`config.mk`:
```
export PLATFORM = sky130hd
export DESIGN_NAME = dpw_top
export DESIGN_NICKNAME = d
export VERILOG_FILES = /design/src/pkg/dpw_pkg.sv /design/src/design/dpw_prescaler.sv /design/src/design/dpw_top.sv
export SDC_FILE = /design/constraint.sdc
export NUM_CORES = 1
export LEC_CHECK = 0
export BUFFER_PORTS_ARGS = -buffer_cell sky130_fd_sc_hd__buf_2
export CELL_PAD_IN_SITES_DETAIL_PLACEMENT = 1
export CELL_PAD_IN_SITES_GLOBAL_PLACEMENT = 1
export CORE_ASPECT_RATIO = 0.75
export CORE_UTILIZATION = 46
export CTS_BUF_LIST = sky130_fd_sc_hd__clkbuf_2 sky130_fd_sc_hd__clkbuf_4 sky130_fd_sc_hd__clkbuf_8
export DETAILED_ROUTE_END_ITERATION = 7
export PLACE_DENSITY_LB_ADDON = 0.15
export SYNTH_ARGS = -nofsm -noshare
export SYNTH_HDL_FRONTEND = slang
export SYNTH_HIERARCHICAL = 1
export SYNTH_SLANG_ARGS = --single-unit
```
`constraint.sdc`:
```
create_clock -name clk_sys_i -period 2.4 [get_ports clk_sys_i]
set_clock_uncertainty 0.15 [all_clocks]
set_input_delay 0.6 -clock clk_sys_i [delete_from_list [all_inputs] [get_ports clk_sys_i]]
set_output_delay 0.6 -clock clk_sys_i [all_outputs]
set_load 0.01 [all_outputs]
```
`src/pkg/dpw_pkg.sv`:
```
// Constants and types for the dual modulator with compare force
// ----------------------------------------------------------------
// ----------------------------------------------------------------
`default_nettype none
package dpw_pkg;
    localparam int ADDR_W = 8;
    localparam int DATA_W = 16;
    localparam int CNT_W = 16;
    localparam int DUTY_W = 8;
    localparam int FORCE_N = 5;
    localparam int SEL_W = 3;
    localparam int DIV_W = 7;

    // Register offsets
    localparam logic [7:0] OFF_CTRL = 8'h24;
    localparam logic [7:0] OFF_DUTY_A = 8'h26;
    localparam logic [7:0] OFF_DUTY_B = 8'h27;
    localparam logic [7:0] OFF_COUNT = 8'h28;
    localparam logic [7:0] OFF_SHADOW_A = 8'h2a;
    localparam logic [7:0] OFF_SHADOW_B = 8'h2b;

    // Control field positions
    localparam int POS_FORCE_LO = 11;
    localparam int POS_FORCE_HI = 15;
    localparam int POS_DISC_A = 9;
    localparam int POS_DISC_B = 8;
    localparam int POS_CLK_OUT = 7;
    localparam int POS_SEL_LO = 4;
    localparam int POS_SEL_HI = 6;
    localparam int POS_PER_A = 3;
    localparam int POS_PER_B = 2;
    localparam int POS_LVL_A = 1;
    localparam int POS_LVL_B = 0;

    // Reset values and codes
    localparam logic [15:0] RST_CTRL = 16'h0000;
    localparam logic [7:0] RST_DUTY = 8'h00;
    localparam logic [15:0] RST_COUNT = 16'h0000;
    localparam logic [2:0] SEL_EXT = 3'h7;
    localparam logic [7:0] FAST_END = 8'hff;
    localparam logic [14:0] SLOW_END = 15'h7fff;

    typedef struct packed {
        logic [4:0] compare_force_bits;
        logic reserved;
        logic discrete_select_a;
        logic discrete_select_b;
        logic prescale_clock_out_en;
        logic [2:0] modulator_prescale_sel;
        logic period_length_sel_a;
        logic period_length_sel_b;
        logic forced_level_a;
        logic forced_level_b;
    } dpw_ctrl_t;
endpackage
`default_nettype wire

```
`src/design/dpw_prescaler.sv`:
```
// Prescaler tick and clock-out generator for the modulator counter
`default_nettype none
module dpw_prescaler #(
    parameter int DIV_W = dpw_pkg::DIV_W
) (
    input wire logic clk_sys_i,
    input wire logic rst_n_i,
    input wire logic ext_clk_i,
    input wire logic [2:0] sel_i,
    output logic tick_o,
    output logic clk_level_o
);
    logic [DIV_W-1:0] div_reg;
    logic sync1_reg;
    logic sync2_reg;
    logic sync3_reg;
    logic [DIV_W-1:0] mask;
    logic tick_next;
    logic clk_next;

    // ----------------------------------------------------------------
    // Divider chain and external clock synchroniser
    // ----------------------------------------------------------------
    always_ff @(posedge clk_sys_i) begin
        if (!rst_n_i) begin
            div_reg <= '0;
        end else begin
            div_reg <= div_reg + 1'b1;
        end
    end

    always_ff @(posedge clk_sys_i) begin
        if (!rst_n_i) begin
            sync1_reg <= 1'b0;
            sync2_reg <= 1'b0;
            sync3_reg <= 1'b0;
        end else begin
            sync1_reg <= ext_clk_i;
            sync2_reg <= sync1_reg;
            sync3_reg <= sync2_reg;
        end
    end

    // Tick once per 2^(sel+1) cycles, or on a rising external edge
    always_comb begin
        mask = {DIV_W{1'b1}} >> (3'(DIV_W - 1) - sel_i);
        if (sel_i == dpw_pkg::SEL_EXT) begin
            tick_next = sync2_reg & ~sync3_reg;
            clk_next = sync2_reg;
        end else begin
            tick_next = &(div_reg | ~mask);
            clk_next = div_reg[sel_i];
        end
    end

    always_ff @(posedge clk_sys_i) begin
        if (!rst_n_i) begin
            tick_o <= 1'b0;
            clk_level_o <= 1'b0;
        end else begin
            tick_o <= tick_next;
            clk_level_o <= clk_next;
        end
    end
endmodule
`default_nettype wire

```
`src/design/dpw_top.sv`:
```
// Dual modulator with shared prescaler and compare force strobe
//
// The strobed register port and the placing of the registers were chosen for this implementation.
`default_nettype none
module dpw_top (
    input wire logic clk_sys_i,
    input wire logic rst_n_i,
    input wire logic [7:0] addr_i,
    input wire logic [15:0] wr_data_i,
    input wire logic wr_en_i,
    input wire logic rd_en_i,
    output logic [15:0] rd_data_o,
    input wire logic ext_prescale_clk_i,
    output logic pwm_a_o,
    output logic pwm_b_o,
    output logic [4:0] compare_force_o
);
    dpw_pkg::dpw_ctrl_t ctrl_reg;
    logic [7:0] duty_a_reg;
    logic [7:0] duty_b_reg;
    logic [7:0] shadow_a_reg;
    logic [7:0] shadow_b_reg;
    logic [15:0] count_reg;
    logic [15:0] rd_data_reg;
    logic [4:0] force_reg;
    logic pin_a_reg;
    logic pin_b_reg;
    logic tick;
    logic presc_clk;
    logic wr_ctrl;
    logic [7:0] slot_a;
    logic [7:0] slot_b;
    logic cmp_a;
    logic cmp_b;
    logic end_a;
    logic end_b;
    logic [15:0] rd_next;

    assign wr_ctrl = wr_en_i && (addr_i == dpw_pkg::OFF_CTRL);

    // ----------------------------------------------------------------
    // Prescaler
    // ----------------------------------------------------------------
    dpw_prescaler #(
        .DIV_W(dpw_pkg::DIV_W)
    ) u_presc (
        .clk_sys_i(clk_sys_i),
        .rst_n_i(rst_n_i),
        .ext_clk_i(ext_prescale_clk_i),
        .sel_i(ctrl_reg.modulator_prescale_sel),
        .tick_o(tick),
        .clk_level_o(presc_clk)
    );

    // ----------------------------------------------------------------
    // Control and duty registers
    // ----------------------------------------------------------------
    always_ff @(posedge clk_sys_i) begin
        if (!rst_n_i) begin
            ctrl_reg <= dpw_pkg::RST_CTRL;
        end else if (wr_ctrl) begin
            ctrl_reg <= wr_data_i;
            // Force bits are strobes and do not hold
            ctrl_reg.compare_force_bits <= '0;
            ctrl_reg.reserved <= 1'b0;
        end
    end

    always_ff @(posedge clk_sys_i) begin
        if (!rst_n_i) begin
            duty_a_reg <= dpw_pkg::RST_DUTY;
            duty_b_reg <= dpw_pkg::RST_DUTY;
        end else if (wr_en_i) begin
            if (addr_i == dpw_pkg::OFF_DUTY_A) begin
                duty_a_reg <= wr_data_i[7:0];
            end
            if (addr_i == dpw_pkg::OFF_DUTY_B) begin
                duty_b_reg <= wr_data_i[7:0];
            end
        end
    end

    // One-cycle pin action strobes; zero bits do nothing
    always_ff @(posedge clk_sys_i) begin
        if (!rst_n_i) begin
            force_reg <= '0;
        end else if (wr_ctrl) begin
            force_reg <= wr_data_i[dpw_pkg::POS_FORCE_HI:
                                   dpw_pkg::POS_FORCE_LO];
        end else begin
            force_reg <= '0;
        end
    end

    // ----------------------------------------------------------------
    // Time base
    // ----------------------------------------------------------------
    always_ff @(posedge clk_sys_i) begin
        if (!rst_n_i) begin
            count_reg <= dpw_pkg::RST_COUNT;
        end else if (tick) begin
            count_reg <= count_reg + 16'h0001;
        end
    end

    // ----------------------------------------------------------------
    // Comparators and shadow registers
    // ----------------------------------------------------------------
    always_comb begin
        slot_a = ctrl_reg.period_length_sel_a ? count_reg[14:7]
                                              : count_reg[7:0];
        slot_b = ctrl_reg.period_length_sel_b ? count_reg[14:7]
                                              : count_reg[7:0];
        cmp_a = slot_a < shadow_a_reg;
        cmp_b = slot_b < shadow_b_reg;
        end_a = tick && (ctrl_reg.period_length_sel_a
            ? (count_reg[14:0] == dpw_pkg::SLOW_END)
            : (count_reg[7:0] == dpw_pkg::FAST_END));
        end_b = tick && (ctrl_reg.period_length_sel_b
            ? (count_reg[14:0] == dpw_pkg::SLOW_END)
            : (count_reg[7:0] == dpw_pkg::FAST_END));
    end

    // Duty writes reach the comparator only through the shadow
    always_ff @(posedge clk_sys_i) begin
        if (!rst_n_i) begin
            shadow_a_reg <= dpw_pkg::RST_DUTY;
            shadow_b_reg <= dpw_pkg::RST_DUTY;
        end else begin
            if (end_a) begin
                shadow_a_reg <= duty_a_reg;
            end
            if (end_b) begin
                shadow_b_reg <= duty_b_reg;
            end
        end
    end

    // ----------------------------------------------------------------
    // Pin drivers
    // ----------------------------------------------------------------
    always_ff @(posedge clk_sys_i) begin
        if (!rst_n_i) begin
            pin_a_reg <= 1'b0;
            pin_b_reg <= 1'b0;
        end else begin
            if (ctrl_reg.discrete_select_a) begin
                pin_a_reg <= ctrl_reg.forced_level_a;
            end else if (ctrl_reg.prescale_clock_out_en) begin
                pin_a_reg <= presc_clk;
            end else begin
                pin_a_reg <= cmp_a;
            end
            if (ctrl_reg.discrete_select_b) begin
                pin_b_reg <= ctrl_reg.forced_level_b;
            end else begin
                pin_b_reg <= cmp_b;
            end
        end
    end

    // ----------------------------------------------------------------
    // Read port
    // ----------------------------------------------------------------
    always_comb begin
        rd_next = '0;
        unique case (addr_i)
            dpw_pkg::OFF_CTRL: rd_next = ctrl_reg;
            dpw_pkg::OFF_DUTY_A: rd_next = {8'h00, duty_a_reg};
            dpw_pkg::OFF_DUTY_B: rd_next = {8'h00, duty_b_reg};
            dpw_pkg::OFF_COUNT: rd_next = count_reg;
            dpw_pkg::OFF_SHADOW_A: rd_next = {8'h00, shadow_a_reg};
            dpw_pkg::OFF_SHADOW_B: rd_next = {8'h00, shadow_b_reg};
            default: rd_next = '0;
        endcase
    end

    always_ff @(posedge clk_sys_i) begin
        if (!rst_n_i) begin
            rd_data_reg <= '0;
        end else if (rd_en_i) begin
            rd_data_reg <= rd_next;
        end else begin
            rd_data_reg <= '0;
        end
    end

    assign rd_data_o = rd_data_reg;
    assign pwm_a_o = pin_a_reg;
    assign pwm_b_o = pin_b_reg;
    assign compare_force_o = force_reg;
endmodule
`default_nettype wire

```
==> metrics.txt <==
# TYPE chip_impl_metric gauge
chip_impl_metric{name="ys_ff_latch",unit=""} 93
chip_impl_metric{name="sequentialPowerShare",unit="%"} 55.2
chip_impl_metric{name="io_pins",unit=""} 52
chip_impl_metric{name="finalCriticalPeriod",unit="ns"} 2.185
chip_impl_metric{name="pin_count_of_the_biggest_net_entering_global_routing",unit=""} 45
chip_impl_metric{name="num-nets-final",unit=""} 605
chip_impl_metric{name="layout_worst_path_cycle_share",unit="%"} 91.06
chip_impl_metric{name="synth.cell_area",unit="um^2"} 4573
chip_impl_metric{name="syn-instance-count",unit=""} 500
chip_impl_metric{name="post-synth-top-area-fraction",unit="%"} 40.71
chip_impl_metric{name="placement.cell_area",unit="um^2"} 5065
chip_impl_metric{name="fraction_of_power_consumed_by_the_clock_network",unit="%"} 39.7
chip_impl_info{name="status",value="completed"} 1
chip_impl_metric{name="synth-compound-area-share",unit="%"} 12.56
chip_impl_metric{name="vdd_ir_drop_max",unit="mV"} 0.4361
chip_impl_metric{name="power.static_leakage",unit="nW"} 2.009
chip_impl_info{name="cp_cell_sequence",value="buf_4, mux2_2, ha_1, o211ai_1, a31o_2, a21oi_1, o41ai_1"} 1
chip_impl_metric{name="tritoncts_num_sinks",unit=""} 93
chip_impl_metric{name="crit_path_largest_cell_delay",unit="ns"} 0.36
chip_impl_metric{name="yosys.area_share.adder",unit="%"} 5.746
chip_impl_metric{name="grt_util_all_layers",unit="%"} 26.61
chip_impl_metric{name="via_per_inst",unit=""} 5.583
chip_impl_metric{name="timing_worst_slew_pin_value",unit="ns"} 0.4596
chip_impl_metric{name="drt-pass1-iter-count",unit=""} 4
chip_impl_metric{name="comb_power_share",unit="%"} 5.1
chip_impl_metric{name="layout-drive-gt1-share",unit="%"} 20.61
chip_impl_metric{name="floorplan.die_area",unit="um^2"} 10350
chip_impl_info{name="max_stage_delay_cell_worst_path",value="sky130_fd_sc_hd__mux2_2"} 1
chip_impl_metric{name="synth.avg_cell_area",unit="um^2"} 9.146
chip_impl_metric{name="grt_remaining_overflow",unit=""} 0
chip_impl_metric{name="cts_resized",unit=""} 0
chip_impl_metric{name="synth_edf_count",unit=""} 0
chip_impl_metric{name="synth-warning-count",unit=""} 6
chip_impl_metric{name="die_x",unit="um"} 117.1
chip_impl_metric{name="share_of_the_synthesized_netlist_area_taken_by_xor_and_xnor_gates",unit="%"} 2.490
chip_impl_info{name="tritoncts_clock_tree",value="built"} 1
chip_impl_info{name="synth_top_family_by_area",value="simple AND/OR/NAND/NOR gates"} 1
chip_impl_metric{name="dr_total_vias",unit=""} 3852
chip_impl_metric{name="die_height",unit="um"} 88.35
chip_impl_info{name="cp-end-kind",value="flip-flop"} 1
chip_impl_metric{name="netSwitchingFraction",unit="%"} 22.58
chip_impl_metric{name="antenna_left",unit=""} 0
chip_impl_metric{name="clk-insertion-delay-late",unit="ns"} 0.36
chip_impl_metric{name="critPathRequiredTime",unit="ns"} 2.49
chip_impl_info{name="critPathTopFamily",value="compound AO/OA/AOI/OAI gates"} 1
chip_impl_metric{name="cts_max_level",unit=""} 3
chip_impl_info{name="layout_common_cells",value="sky130_fd_sc_hd__dfxtp_1, sky130_fd_sc_hd__nand2_1, sky130_fd_sc_hd__buf_2"} 1
chip_impl_metric{name="drv.max_cap_violation_count",unit=""} 0
chip_impl_info{name="startpoint_type",value="flip-flop"} 1
chip_impl_metric{name="final.fill_count",unit=""} 1146
chip_impl_metric{name="synth.yosys.seq_area_share",unit="%"} 40.71
chip_impl_metric{name="antenna-diode-count",unit=""} 0
chip_impl_metric{name="report.final.setup_viol",unit=""} 0
chip_impl_metric{name="synth_cell_types",unit=""} 59
chip_impl_metric{name="ys_async_sr_fraction",unit="%"} 0
chip_impl_info{name="layout.cells.most_common",value="sky130_fd_sc_hd__dfxtp_1"} 1
chip_impl_metric{name="io_buffer_count",unit=""} 50
chip_impl_metric{name="grt_pass1_vias",unit=""} 3853
chip_impl_info{name="synth-main-ff-cell",value="sky130_fd_sc_hd__dfxtp_1"} 1
chip_impl_metric{name="power_switching",unit="mW"} 0.6403
chip_impl_metric{name="fp-row-count",unit=""} 31
chip_impl_metric{name="cts_hold_buffers",unit=""} 0
chip_impl_metric{name="muxShareOfSynthArea",unit="%"} 12.78
chip_impl_metric{name="grt_pass1_wl",unit="um"} 20450
chip_impl_metric{name="dpl_worst_slack",unit="ns"} -0.1279
chip_impl_metric{name="antenna_found_initial",unit=""} 0
chip_impl_metric{name="fmax",unit="MHz"} 457.6
chip_impl_info{name="root_buffer",value="sky130_fd_sc_hd__clkbuf_8"} 1
chip_impl_metric{name="postLayoutCellArea",unit="um^2"} 5271
chip_impl_metric{name="post_cts.repair.setup_buffers",unit=""} 0
chip_impl_metric{name="area_of_the_core",unit="um^2"} 9658
chip_impl_metric{name="mappedNetlistNets",unit=""} 550
chip_impl_metric{name="finalWorstSetupSlack",unit="ns"} 0.2147
chip_impl_metric{name="fin_total_pwr",unit="mW"} 2.835
chip_impl_metric{name="power_density",unit="nW/um^2"} 537.9
chip_impl_info{name="synthDominantAreaCellType",value="sky130_fd_sc_hd__dfxtp_1"} 1
chip_impl_metric{name="gpl.final_weighted_congestion",unit=""} 0.8793
chip_impl_metric{name="dr.first_iter.drc_count",unit=""} 175
chip_impl_metric{name="detail_routed_net_length_per_standard_cell",unit="um"} 18.46
chip_impl_info{name="criticalPathCategory",value="flip-flop to flip-flop"} 1
chip_impl_metric{name="crit_fanout",unit=""} 11
chip_impl_metric{name="drcViolationCount",unit=""} 0
chip_impl_metric{name="drv_slew",unit=""} 0
chip_impl_metric{name="finalWirelength",unit="um"} 12740
chip_impl_metric{name="floorplan.initialDensity",unit="%"} 47.35
chip_impl_metric{name="finalHoldWorstSlack",unit="ns"} 0.2915
chip_impl_metric{name="cellInternalPower",unit="mW"} 2.195
chip_impl_metric{name="dp_hpwl",unit="um"} 9606
chip_impl_metric{name="slew_headroom",unit="%"} 68.97
chip_impl_metric{name="cp.buffers_inverters",unit=""} 1
chip_impl_info{name="hold_path_class",value="flip-flop to flip-flop"} 1
chip_impl_metric{name="clk_transition_reported_paths",unit="ns"} 0.09
chip_impl_info{name="rsz0062_at_grt",value="false"} 1
chip_impl_metric{name="max-clock-path-buffers",unit=""} 2
chip_impl_metric{name="syn_to_final_growth",unit="%"} 15.27
chip_impl_metric{name="cts_inserted_buffers",unit=""} 9
chip_impl_metric{name="post_synth_and_or_nand_nor_area_fraction",unit="%"} 21.23
chip_impl_info{name="main_area_contributors_after_synthesis",value="sky130_fd_sc_hd__dfxtp_1, sky130_fd_sc_hd__mux2i_1, sky130_fd_sc_hd__ha_1"} 1
chip_impl_metric{name="timing.final.hold_violations",unit=""} 0
chip_impl_metric{name="arrival",unit="ns"} 2.27
[cells by family after synthesis]
kind of cell	Yosys count
compound gates	85
xor+xnor	13
flops	93
mux	55
fa+ha+maj	21
simple gates	184
buf+inv	49
[Yosys cell counts, types with 2 or more instances]
master,count
sky130_fd_sc_hd__clkbuf_1,21
sky130_fd_sc_hd__mux2i_1,37
sky130_fd_sc_hd__a22oi_1,9
sky130_fd_sc_hd__nor2_1,36
sky130_fd_sc_hd__or3_1,6
sky130_fd_sc_hd__nand2b_1,4
sky130_fd_sc_hd__a32o_1,3
sky130_fd_sc_hd__and4_1,4
sky130_fd_sc_hd__o2bb2ai_1,2
sky130_fd_sc_hd__and4b_1,2
sky130_fd_sc_hd__and3_1,9
sky130_fd_sc_hd__dfxtp_1,93
sky130_fd_sc_hd__o2111ai_1,2
sky130_fd_sc_hd__a21oi_1,31
sky130_fd_sc_hd__nand3b_1,9
sky130_fd_sc_hd__o211ai_1,5
sky130_fd_sc_hd__a22o_1,5
sky130_fd_sc_hd__nor3_4,3
sky130_fd_sc_hd__nand2_1,68
sky130_fd_sc_hd__xnor2_1,4
sky130_fd_sc_hd__and2_1,11
sky130_fd_sc_hd__or4_1,2
sky130_fd_sc_hd__a21oi_2,2
sky130_fd_sc_hd__buf_6,2
sky130_fd_sc_hd__nor3b_1,2
sky130_fd_sc_hd__ha_1,21
sky130_fd_sc_hd__nand4_1,6
sky130_fd_sc_hd__o21bai_1,2
sky130_fd_sc_hd__mux2_2,17
sky130_fd_sc_hd__buf_2,5
sky130_fd_sc_hd__nor2b_1,5
sky130_fd_sc_hd__o21ai_0,7
sky130_fd_sc_hd__nand3_1,12
sky130_fd_sc_hd__a31oi_1,2
sky130_fd_sc_hd__xor2_1,9
sky130_fd_sc_hd__inv_1,19
[area by class of cell]
| type | instances | area (um^2) | area share [%] |
|---|---|---|---|
| clock inverters | 4 | 75.07 | 1.424 |
| clock buffers | 10 | 131.4 | 2.492 |
| repair buffers | 72 | 452.9 | 8.592 |
| flip-flops and latches | 93 | 1862 | 35.32 |
| well taps | 132 | 165.2 | 3.133 |
| multi-input cells | 358 | 2506 | 47.54 |
| inverters | 21 | 78.83 | 1.495 |
[stage by stage]
stage          utilization [%]  TNS [ns]  cells
2_1_floorplan                -         0    500
3_3_place_gp             52.44    -1.091    676
3_5_place_dp             52.44    -2.000    676
5_1_grt                  54.58         0    690
6_report                 54.58         0    690
4_1_cts                  54.58         0    690
[worst register-to-register path, stage by stage, from the launching register on]
cell and delay [ns]:
sky130_fd_sc_hd__dfxtp_1 0.33, sky130_fd_sc_hd__buf_4 0.21, sky130_fd_sc_hd__mux2_2 0.36, sky130_fd_sc_hd__ha_1 0.27, sky130_fd_sc_hd__o211ai_1 0.19, sky130_fd_sc_hd__a31o_2 0.14
sky130_fd_sc_hd__a21oi_1 0.08, sky130_fd_sc_hd__o41ai_1 0.33
[power groups by stage]
stage          clock network, mW  logic (mW)  registers (mW)
2_1_floorplan                  0      0.0835            1.60
3_3_place_gp                   0       0.140            1.60
3_5_place_dp                   0       0.145            1.60
4_1_cts                     1.16       0.145            1.57
5_1_grt                     1.22       0.159            1.57
6_report                    1.12       0.146            1.56
[worst paths after layout]
check | from | endpoint | slack, ns | depth (start not counted)
min reg2reg | u_presc/sync1_reg$_SDFF_PN0_ | u_presc/sync2_reg$_SDFF_PN0_ | 0.29 | 1
max | ctrl_reg[2]$_SDFFE_PN0P_ | pwm_b_o$_SDFF_PN0_ | 0.21 | 7
max reg2reg | ctrl_reg[2]$_SDFFE_PN0P_ | pwm_b_o$_SDFF_PN0_ | 0.21 | 7
min | u_presc/sync1_reg$_SDFF_PN0_ | u_presc/sync2_reg$_SDFF_PN0_ | 0.29 | 1
[per-layer routing]
metal / vias to the layer above / track usage [%] / share of wire, %
li1: 1875 / - / -
met1: 1882 / 37.33 / 47
met2: 85 / 42.23 / 46
met3: 10 / 5.479 / 5.4
met4: 0 / 5.984 / 0.87
met5: - / 0 / 0
Note: power is estimated with default switching activity, not from simulation.
